<file path="config.mk">
export PLATFORM = sky130hd
export DESIGN_NAME = dap_eprom_access_regs
export DESIGN_NICKNAME = d
export VERILOG_FILES = /design/src/shared/dap_pkg.sv /design/src/logic/dap_eprom_access_regs.sv
export SDC_FILE = /design/constraint.sdc
export NUM_CORES = 1
export LEC_CHECK = 0
export BUFFER_PORTS_ARGS = -buffer_cell sky130_fd_sc_hd__buf_2
export CAP_MARGIN = 10
export CORE_AREA = 2 2 125 127
export CTS_BUF_LIST = sky130_fd_sc_hd__clkbuf_8 sky130_fd_sc_hd__clkbuf_16
export DETAILED_ROUTE_END_ITERATION = 10
export DIE_AREA = 0 0 127 129
export GPL_ROUTABILITY_DRIVEN = 0
export PLACE_DENSITY = 0.75
export SLEW_MARGIN = 20
export SYNTH_ARGS = -nofsm -noshare
export SYNTH_HDL_FRONTEND = slang
export SYNTH_SLANG_ARGS = --single-unit
export TNS_END_PERCENT = 30
</file>
<file path="constraint.sdc">
create_clock -name sys_clk -period 6 [get_ports sys_clk]
set_input_delay 1.5 -clock sys_clk [delete_from_list [all_inputs] [get_ports sys_clk]]
set_output_delay 1.5 -clock sys_clk [all_outputs]
set_load 0.1 [all_outputs]
</file>
<file path="src/shared/dap_pkg.sv">
// constants shared by the debug-port eprom access registers
// assumes a link engine on sys_clk that decodes target-select and data commands
package dap_pkg;

    // debug target codes of the registers in this block
    localparam logic [7:0] SEL_CRC_B0  = 8'ha9;
    localparam logic [7:0] SEL_CRC_B1  = 8'haa;
    localparam logic [7:0] SEL_CRC_B2  = 8'hab;
    localparam logic [7:0] SEL_CRC_B3  = 8'hac;
    localparam logic [7:0] SEL_ADDR_LO = 8'hae;
    localparam logic [7:0] SEL_ADDR_HI = 8'haf;
    localparam logic [7:0] SEL_STATUS  = 8'hb7;
    localparam logic [7:0] SEL_DATA    = 8'hbf;
    localparam logic [7:0] SEL_CTRL    = 8'hdf;

    // status field positions and register reset value
    localparam int         ST_WPROT_BIT  = 7;
    localparam int         ST_RPROT_BIT  = 6;
    localparam int         ST_ERR_BIT    = 0;
    localparam logic [7:0] REG_RST       = 8'h00;

    // crc block geometry
    localparam logic [16:0] BLOCK_BYTES    = 17'h00100;
    localparam logic [7:0]  BLOCK_LOW_ADDR = 8'h00;
    localparam int unsigned PROG_BYTES_DEF = 65536;

    // crc polynomials, seeds and final inversion
    localparam logic [15:0] CRC16_POLY   = 16'h1021;
    localparam logic [15:0] CRC16_INIT   = 16'h0000;
    localparam logic [31:0] CRC32_POLY   = 32'h04c11db7;
    localparam logic [31:0] CRC32_INIT   = 32'hffffffff;
    localparam logic [31:0] CRC32_XOROUT = 32'hffffffff;

    // sequencer states
    typedef enum logic [2:0] {
        ST_IDLE,
        ST_MEM_RD,
        ST_MEM_CAP,
        ST_CRC_RD,
        ST_CRC_WAIT,
        ST_CRC_ACC
    } dap_state_e;

endpackage

</file>
<file path="src/logic/dap_eprom_access_regs.sv">
// eprom access register set reached through the two-wire debug link
// assumes a link engine on sys_clk giving one-cycle command strobes, an
// eprom with one-cycle registered read, and security logic that answers
// combinationally for the address on eprom_location
`timescale 1ns/1ps
`default_nettype none

//
// Contract
// - control byte at 0xdf, reset zero, nonzero value enables programming.
// - data byte at 0xbf, reset zero, carries written and read eprom bytes.
// - status bit 7 shows write protection of the current location.
// - status bit 6 shows read protection of the current location.
// - status bits 5 to 1 read zero, writes ignored.
// - status bit 0 set when last eprom access was refused for security.
// - location high byte 0xaf, low byte 0xae, both reset zero.
// - write to crc byte 0 at 0xa9 starts 16-bit crc of 256 bytes.
// - written byte is start address high byte, low byte forced to zero.
// - 16-bit result: high byte in crc byte 1, low byte in crc byte 0.
// - target-select load picks the register for data read and write.
// - write to crc byte 1 starts 32-bit crc of PROG_BYTES bytes from zero.
module dap_eprom_access_regs #(
    parameter int unsigned PROG_BYTES = dap_pkg::PROG_BYTES_DEF
) (
    input  wire logic        sys_clk,
    input  wire logic        rstn,
    input  wire logic        sel_wr,
    input  wire logic        data_wr,
    input  wire logic        data_rd,
    input  wire logic [7:0]  link_wdata,
    output logic      [7:0]  link_rdata,
    output logic             link_rvalid,
    output logic             busy,
    output logic      [7:0]  program_control,
    output logic      [15:0] eprom_location,
    input  wire logic        write_protect_flag,
    input  wire logic        read_protect_flag,
    output logic      [15:0] mem_addr,
    output logic             mem_rd,
    output logic             mem_wr,
    output logic      [7:0]  mem_wdata,
    input  wire logic [7:0]  mem_rdata
);
    import dap_pkg::*;

    ////////////////////////////////////////////////////////////////////
    // state

    dap_state_e  state_q, state_d;
    logic [7:0]  sel_q, sel_d;
    logic [7:0]  ctrl_q, ctrl_d;
    logic [7:0]  data_q, data_d;
    logic [7:0]  hi_q, hi_d;
    logic [7:0]  lo_q, lo_d;
    logic        err_q, err_d;
    logic [31:0] crc_q, crc_d;
    logic        wide_q, wide_d;
    logic [16:0] cnt_q, cnt_d;
    logic [16:0] len_q, len_d;
    logic [15:0] maddr_q, maddr_d;
    logic        mrd_q, mrd_d;
    logic        mwr_q, mwr_d;
    logic [7:0]  mwdata_q, mwdata_d;
    logic [7:0]  rdata_q, rdata_d;
    logic        rvalid_q, rvalid_d;
    logic        busy_q, busy_d;
    logic [15:0] crc16_nx;
    logic [31:0] crc32_nx;

    ////////////////////////////////////////////////////////////////////
    // helpers

    // msb-first crc steps, one byte per call
    function automatic logic [15:0] crc16_step(input logic [15:0] c,
                                               input logic [7:0]  b);
        logic [15:0] r;
        r = c ^ {b, 8'h00};
        for (int i = 0; i < 8; i++)
        begin
            r = r[15] ? ((r << 1) ^ CRC16_POLY) : (r << 1);
        end
        return r;
    endfunction

    function automatic logic [31:0] crc32_step(input logic [31:0] c,
                                               input logic [7:0]  b);
        logic [31:0] r;
        r = c ^ {b, 24'h000000};
        for (int i = 0; i < 8; i++)
        begin
            r = r[31] ? ((r << 1) ^ CRC32_POLY) : (r << 1);
        end
        return r;
    endfunction

    // register read mux; unknown targets answer zero
    function automatic logic [7:0] read_mux(input logic [7:0] s);
        logic [7:0] v;
        v = REG_RST;
        case (s)
            SEL_CTRL:    v = ctrl_q;
            SEL_DATA:    v = data_q;
            SEL_ADDR_HI: v = hi_q;
            SEL_ADDR_LO: v = lo_q;
            SEL_CRC_B0:  v = crc_q[7:0];
            SEL_CRC_B1:  v = crc_q[15:8];
            SEL_CRC_B2:  v = crc_q[23:16];
            SEL_CRC_B3:  v = crc_q[31:24];
            SEL_STATUS:
            begin
                v[ST_WPROT_BIT] = write_protect_flag;
                v[ST_RPROT_BIT] = read_protect_flag;
                v[ST_ERR_BIT]   = err_q;
            end
            default: v = REG_RST;
        endcase
        return v;
    endfunction

    assign crc16_nx = crc16_step(crc_q[15:0], mem_rdata);
    assign crc32_nx = crc32_step(crc_q, mem_rdata);

    ////////////////////////////////////////////////////////////////////
    // next-state logic; commands arriving while busy are dropped

    always_comb
    begin
        state_d  = state_q;
        sel_d    = sel_q;
        ctrl_d   = ctrl_q;
        data_d   = data_q;
        hi_d     = hi_q;
        lo_d     = lo_q;
        err_d    = err_q;
        crc_d    = crc_q;
        wide_d   = wide_q;
        cnt_d    = cnt_q;
        len_d    = len_q;
        maddr_d  = maddr_q;
        mrd_d    = 1'b0;
        mwr_d    = 1'b0;
        mwdata_d = mwdata_q;
        rdata_d  = rdata_q;
        rvalid_d = 1'b0;
        unique case (state_q)
            ST_IDLE:
            begin
                if (sel_wr)
                begin
                    sel_d = link_wdata;
                end
                else if (data_wr)
                begin
                    // status is read-only, its writes fall to default
                    case (sel_q)
                        SEL_CTRL: ctrl_d = link_wdata;
                        SEL_ADDR_HI: hi_d = link_wdata;
                        SEL_ADDR_LO: lo_d = link_wdata;
                        SEL_DATA:
                        begin
                            data_d = link_wdata;
                            if (ctrl_q != REG_RST)
                            begin
                                if (write_protect_flag)
                                begin
                                    err_d = 1'b1;
                                end
                                else
                                begin
                                    err_d    = 1'b0;
                                    maddr_d  = {hi_q, lo_q};
                                    mwdata_d = link_wdata;
                                    mwr_d    = 1'b1;
                                end
                            end
                        end
                        SEL_CRC_B0:
                        begin
                            crc_d   = {16'h0000, CRC16_INIT};
                            maddr_d = {link_wdata, BLOCK_LOW_ADDR};
                            cnt_d   = 17'h00000;
                            len_d   = BLOCK_BYTES;
                            wide_d  = 1'b0;
                            state_d = ST_CRC_RD;
                        end
                        SEL_CRC_B1:
                        begin
                            crc_d   = CRC32_INIT;
                            maddr_d = 16'h0000;
                            cnt_d   = 17'h00000;
                            len_d   = 17'(PROG_BYTES);
                            wide_d  = 1'b1;
                            state_d = ST_CRC_RD;
                        end
                        SEL_CRC_B2: crc_d[23:16] = link_wdata;
                        SEL_CRC_B3: crc_d[31:24] = link_wdata;
                        default: ;
                    endcase
                end
                else if (data_rd)
                begin
                    if (sel_q == SEL_DATA && !read_protect_flag)
                    begin
                        err_d   = 1'b0;
                        maddr_d = {hi_q, lo_q};
                        mrd_d   = 1'b1;
                        state_d = ST_MEM_RD;
                    end
                    else
                    begin
                        // refused data read returns the stale byte
                        if (sel_q == SEL_DATA)
                        begin
                            err_d = 1'b1;
                        end
                        rdata_d  = read_mux(sel_q);
                        rvalid_d = 1'b1;
                    end
                end
            end
            ST_MEM_RD: state_d = ST_MEM_CAP;
            ST_MEM_CAP:
            begin
                data_d   = mem_rdata;
                rdata_d  = mem_rdata;
                rvalid_d = 1'b1;
                state_d  = ST_IDLE;
            end
            ST_CRC_RD:
            begin
                mrd_d   = 1'b1;
                state_d = ST_CRC_WAIT;
            end
            ST_CRC_WAIT: state_d = ST_CRC_ACC;
            ST_CRC_ACC:
            begin
                cnt_d   = cnt_q + 17'h00001;
                maddr_d = maddr_q + 16'h0001;
                crc_d   = wide_q ? crc32_nx : {16'h0000, crc16_nx};
                state_d = ST_CRC_RD;
                if (cnt_d == len_q)
                begin
                    // 16-bit result sits in bytes 1 and 0
                    crc_d   = wide_q ? (crc32_nx ^ CRC32_XOROUT)
                                     : {16'h0000, crc16_nx};
                    state_d = ST_IDLE;
                end
            end
        endcase
        busy_d = (state_d != ST_IDLE);
    end

    ////////////////////////////////////////////////////////////////////
    // registers; everything clears on a sys_clk rising edge while rstn is low

    always_ff @(posedge sys_clk)
    begin
        if (!rstn)
        begin
            state_q  <= ST_IDLE;
            sel_q    <= REG_RST;
            ctrl_q   <= REG_RST;
            data_q   <= REG_RST;
            hi_q     <= REG_RST;
            lo_q     <= REG_RST;
            err_q    <= 1'b0;
            crc_q    <= 32'h00000000;
            wide_q   <= 1'b0;
            cnt_q    <= 17'h00000;
            len_q    <= 17'h00000;
            maddr_q  <= 16'h0000;
            mrd_q    <= 1'b0;
            mwr_q    <= 1'b0;
            mwdata_q <= REG_RST;
            rdata_q  <= REG_RST;
            rvalid_q <= 1'b0;
            busy_q   <= 1'b0;
        end
        else
        begin
            state_q  <= state_d;
            sel_q    <= sel_d;
            ctrl_q   <= ctrl_d;
            data_q   <= data_d;
            hi_q     <= hi_d;
            lo_q     <= lo_d;
            err_q    <= err_d;
            crc_q    <= crc_d;
            wide_q   <= wide_d;
            cnt_q    <= cnt_d;
            len_q    <= len_d;
            maddr_q  <= maddr_d;
            mrd_q    <= mrd_d;
            mwr_q    <= mwr_d;
            mwdata_q <= mwdata_d;
            rdata_q  <= rdata_d;
            rvalid_q <= rvalid_d;
            busy_q   <= busy_d;
        end
    end

    ////////////////////////////////////////////////////////////////////
    // outputs, all straight from flops

    assign link_rdata      = rdata_q;
    assign link_rvalid     = rvalid_q;
    assign busy            = busy_q;
    assign program_control = ctrl_q;
    assign eprom_location  = {hi_q, lo_q};
    assign mem_addr        = maddr_q;
    assign mem_rd          = mrd_q;
    assign mem_wr          = mwr_q;
    assign mem_wdata       = mwdata_q;

endmodule // dap_eprom_access_regs

`default_nettype wire

</file>
== Word-level counts from Yosys, hierarchy flattened ==
Cells that the tools add are included.

* Input bits: 23
* Bits in registers: 147
* Output and inout bits: 60

* Reduce and logical (&&, ||, !) cells: 26
* Equal/unequal tests: 32
* Multiplexer cells: 76
* Bitwise gates (word level): 26
* Add/subtract/negate cells: 2

{| class="wikitable"
|+ Operators with widths
! cell !! number
|-
| 27-bit two-way mux || 8
|-
| 32-bit two-way mux || 5
|-
| 14-bit NOT || 8
|-
| 13-bit two-way mux || 8
|-
| 16-bit two-way mux || 6
|-
| 8-bit equality test, second input constant || 9
|-
| 17-bit case mux with 2 select lines || 2
|-
| 16-bit case mux with 2 select lines || 2
|-
| 32-bit case mux with 2 select lines || 1
|-
| 8-bit two-way mux || 7
|-
| 17-bit two-way mux || 3
|-
| 16-bit case mux with 3 select lines || 1
|-
| 8-bit case mux with 3 select lines || 2
|-
| 5-bit case mux with 8 select lines || 1
|-
| 4-bit AND reduction || 9
|-
| 32-bit NOT || 1
|-
| 8-bit case mux with 2 select lines || 2
|-
| 32-bit XOR || 1
|-
| 3-bit NOT || 8
|-
| 2-bit case mux with 9 select lines || 1
|-
| 3-bit case mux with 6 select lines || 1
|-
| 17-bit by 1-bit adder with 17-bit output, second input constant || 1
|-
| 17-bit equality test || 1
|-
| 16-bit by 1-bit adder with 16-bit output, second input constant || 1
|-
| other kinds (29) || 73
|}

== Logic depth before layout (Yosys ltp) ==
* Depth in word-level cells: 21
* Depth in mapped cells: 13
* Depth with buffers taken out: 10

== Worst setup path after synthesis ==
No wires, ideal clock.

* Path kind: in2reg
* From: input port mem_rdata[7]
* To: register crc_q[23]
* Setup slack: 2.400 ns
* Data arrival time: 3.477 ns
* Cell stages on the path: 7
* Setup time: 0.123 ns
* Cell sequence: xnor2_1 > xnor2_1 > xnor2_1 > xnor2_1 > xnor2_1 > a221oi_1 > nor2_1

* Longest elaborated chain between the ends: 15
* Elaborated cells between the ends (all ways): 16
* Classes of those cells: mux: 12; bitwise: 4

{| class="wikitable"
|+ Ends and longest elaborated chain
! item !! line !! text
|-
| start, declared || dap_eprom_access_regs.sv:42 || <nowiki>input wire logic [7:0] mem_rdata</nowiki>
|-
| 32-bit XOR (*) || dap_eprom_access_regs.sv:88 || <nowiki>r = c ^ {b, 24'h000000};</nowiki>
|-
| 27-bit two-way mux (*) || dap_eprom_access_regs.sv:91 || <nowiki>r = r[31] ? ((r << 1) ^ CRC32_POLY) : (r << 1);</nowiki>
|-
| 27-bit two-way mux (5 in a row) || dap_eprom_access_regs.sv:91 ||
|-
| 14-bit NOT (no source line) || - ||
|-
| 27-bit two-way mux (*) || dap_eprom_access_regs.sv:91 ||
|-
| 14-bit NOT (no source line) || - ||
|-
| 27-bit two-way mux (*) || dap_eprom_access_regs.sv:91 ||
|-
| 32-bit NOT (no source line) || - ||
|-
| 32-bit two-way mux || dap_eprom_access_regs.sv:244 || <nowiki>crc_d = wide_q ? (crc32_nx ^ CRC32_XOROUT)</nowiki>
|-
| 32-bit two-way mux (*) || dap_eprom_access_regs.sv:241 || <nowiki>if (cnt_d == len_q)</nowiki>
|-
| 32-bit case mux with 2 select lines (*) || dap_eprom_access_regs.sv:145 || <nowiki>unique case (state_q)</nowiki>
|-
| end signal, assigned || dap_eprom_access_regs.sv:288 || <nowiki>crc_q <= crc_d;</nowiki>
|-
| end, declared || dap_eprom_access_regs.sv:56 || <nowiki>logic [31:0] crc_q, crc_d;</nowiki>
|}

Every way passes the cells marked *; elsewhere a longest branch is shown, timed or not.
A chain may end at the register's enable or synchronous reset.

== Worst setup path after layout ==
* From: register cnt_q[0]
* To: register crc_q[12]

* Longest elaborated chain between the ends: 4

{| class="wikitable"
|+ Ends and longest elaborated chain
! item !! line !! text
|-
| start, declared || dap_eprom_access_regs.sv:58 || <nowiki>logic [16:0] cnt_q, cnt_d;</nowiki>
|-
| start signal, assigned || dap_eprom_access_regs.sv:290 || <nowiki>cnt_q <= cnt_d;</nowiki>
|-
| 17-bit by 1-bit adder with 17-bit output || dap_eprom_access_regs.sv:237 || <nowiki>cnt_d = cnt_q + 17'h00001;</nowiki>
|-
| 17-bit equality test || dap_eprom_access_regs.sv:241 ||
|-
| 32-bit two-way mux || dap_eprom_access_regs.sv:241 ||
|-
| 32-bit case mux with 2 select lines || dap_eprom_access_regs.sv:145 ||
|}

No other way between the ends.

==> flow_summary.ini <==
[placement]
dpl-instance-area_mm2 = 0.00849
numPortBuffers = 82
place_inst = 1218
dp_hpwl_um = 17000

[yosys]
synth_compound_area_share_pct = 22.8
yosysSeqAreaShare_pct = 32.5
synthMuxAreaShare_pct = 6.89
synth_async_sr_flop_share_pct = 0
synth_adder_area_share_pct = 0.311
synth-edff-count = 0
ys_types = 63
synth-xor-area-share_pct = 13.9
synth_top_family_by_area = compound AO/OA/AOI/OAI gates
netlist_area_mm2 = 0.00806
synthCells = 1010
ys_ff_latch = 131
synth.avg_cell_area_um2 = 7.98
yosys_warnings = 0
synth_nets = 1035
synthFlopType = dfxtp_1
yosys.area_share.simple_pct = 19.5

[clock_tree]
cts_tree = built
cts_buffer_depth = 2
cts_inserted_buffers = 17
cts_setup_buffers = 0
insertion_delay_ns = 0.42
holdBufCountCts = 0
h-tree-depth = 4
clkTransAtPathRegs_ns = 0.06
clock-sinks = 131
cts_root_buffer = clkbuf_16
post_cts_resized = 0

[detailed_routing]
vias = 7901
ant_nets = 0
drt_iter0_drc = 886
drt_pass1_iterations = 6
wl_um = 24700
drc = 0
wl_per_cell_um = 19.8
via_per_inst = 6.33

[power]
power_uw = 2100
p_leak_uw = 0.00364
power_density_mw_per_mm2 = 232
max-vdd-ir-drop_v = 0.000193

[final_layout]
final_cells = 1249
layout-drive-gt1-share_pct = 14.5
stdcell_area_mm2 = 0.00905
nets = 1074
areaGrowthSynthToFinish_pct = 12.3
final_common_cell = dfxtp_1
layout_common_cells = dfxtp_1 (131), nor2_1 (126), a21oi_1 (95), nand2_1 (87), buf_2 (82)
num_antenna_cells = 0

[critical_path]
cp-end-kind = register
critPathRequiredTime_ns = 6.27
rrSetupSlack_ns = 2.01
crit_type = reg2reg
cp.arrival_ns = 4.26
cp_max_fo = 20
cp-start-kind = register

[sta]
grt_setup_unrepaired = false
setup_tns_ns = 0
hold_viol = 0
max_slew.worst_pin.slew_ns = 0.987
period_minus_slack_ns = 3.99
maxSlewHeadroom_pct = 34.1
max_freq_mhz = 250
slew_viol_final = 0
clock_skew_ns = 0.00753
setup_viol = 0
min_period_over_period_pct = 66.5

[global_routing]
first_global_vias = 7014
grt_pass1_wl_um = 38500
track_usage_pct = 30.0
grt_max_degree = 61
antenna_found_initial = 0
grt-ovfl-total = 0

[die]
fp.dieW_um = 127
start_util_pct = 53.8
die_h_um = 129
io-pin-count = 83
row_count = 45
core_mm2 = 0.0150
dieArea_mm2 = 0.0164

[min_path]
hp-class = reg2reg

[flow_run]
maxCapViolations = 0

[status]
outcome = finished clean
==> path summary, 6_finish.rpt <==
path                                    from                    endpoint  cells past startpoint
hold / removal    link_rdata[1]$_SDFFE_PN0P_  link_rdata[1]$_SDFFE_PN0P_                      2
hold reg to reg   link_rdata[1]$_SDFFE_PN0P_  link_rdata[1]$_SDFFE_PN0P_                      2
setup / recovery       cnt_q[0]$_SDFFE_PN0P_      crc_q[12]$_SDFFE_PN0P_                     10
setup reg to reg       cnt_q[0]$_SDFFE_PN0P_      crc_q[12]$_SDFFE_PN0P_                     10
==> state kept, by name (all words and copies together), names as in the netlist, 2 cells and up <==
signal	count
crc_q	32
cnt_q	17
mem_addr	16
data_q	8
hi_q	8
link_rdata	8
lo_q	8
mem_wdata	8
program_control	8
sel_q	8
state_q	3
len_q	2
==> layer usage <==
metal / GRT usage [%] / part of all wire (%) / up-vias
met4: 11.6 / 2.8 / 0
met2: 45.8 / 45 / 419
met3: 7.53 / 10 / 64
met1: 41.1 / 42 / 3706
met5: 0 / 0 / -
li1: - / - / 3712
==> logic make-up (layout without fill, tap and decap cells) <==
group                    Yosys count  in the layout
AND/OR/NAND/NOR                  340            340
AO/OA/AOI/OAI                    291            291
flip-flops                       131            131
XOR/XNOR                         110            110
buffers and inverters             82            133
multiplexers                      54             54
adder cells (fa/ha/maj)            2              2
==> stage by stage <==
stage,hold WS (ns),worst slack [ns],utilization (%)
CTS,0.490,2.04,60.4
global placement,0.468,2.04,56.7
floorplan,0.453,2.40,-
detailed placement,0.475,1.98,56.7
finish,0.490,2.01,60.4
global route,0.514,1.74,60.4
==> power breakdown <==
part / switching (uW) / leakage (uW) / internal, uW
Combinational: 136 / 0.00232 / 85.3
Sequential: 3.70 / 0.00106 / 873
Clock: 428 / 0.000268 / 573
Total: 567 / 0.00364 / 1530
==> synth_stat cells (all sizes together) (6+ instances only) <==
library cell | number | area [um2]
dfxtp | 131 | 2620
nor2 | 126 | 473
a21oi | 95 | 475
nand2 | 87 | 327
xnor2 | 73 | 699
o21ai | 72 | 360
clkbuf | 61 | 230
mux2i | 42 | 420
nand3 | 36 | 180
a22oi | 32 | 240
xor2 | 30 | 263
nor3 | 22 | 110
a221oi | 18 | 158
and3 | 13 | 81.3
o22ai | 13 | 81.3
a211oi | 12 | 95.1
buf | 12 | 66.3
mux2 | 12 | 135
a311oi | 10 | 87.6
and2 | 10 | 62.6
inv | 9 | 33.8
a22o | 8 | 70.1
nand4 | 8 | 65.1
a31oi | 7 | 43.8
nor4 | 6 | 37.5
or4 | 6 | 45.0
xnor3 | 6 | 135
==> layout make-up <==
type / count / area, um2
clock inverters: 14 / 131
fillers: 1381 / 5930
multi-input cells: 797 / 5110
inverters: 9 / 33.8
flip-flops and latches: 131 / 2620
clock buffers: 17 / 425
well taps: 188 / 235
repair buffers: 93 / 493
==> critical path, cell delays in order (launching register included) <==
cell and delay, ns:
dfxtp_1 0.45, ha_1 0.33, nand4_1 0.15, or2_1 0.37
or3_4 0.42, a2111oi_4 0.40, nand4_4 0.50, xnor2_4 0.49
xnor3_1 0.47, a21oi_1 0.15, o22ai_1 0.09
Note: power is estimated with default switching activity, not from simulation.
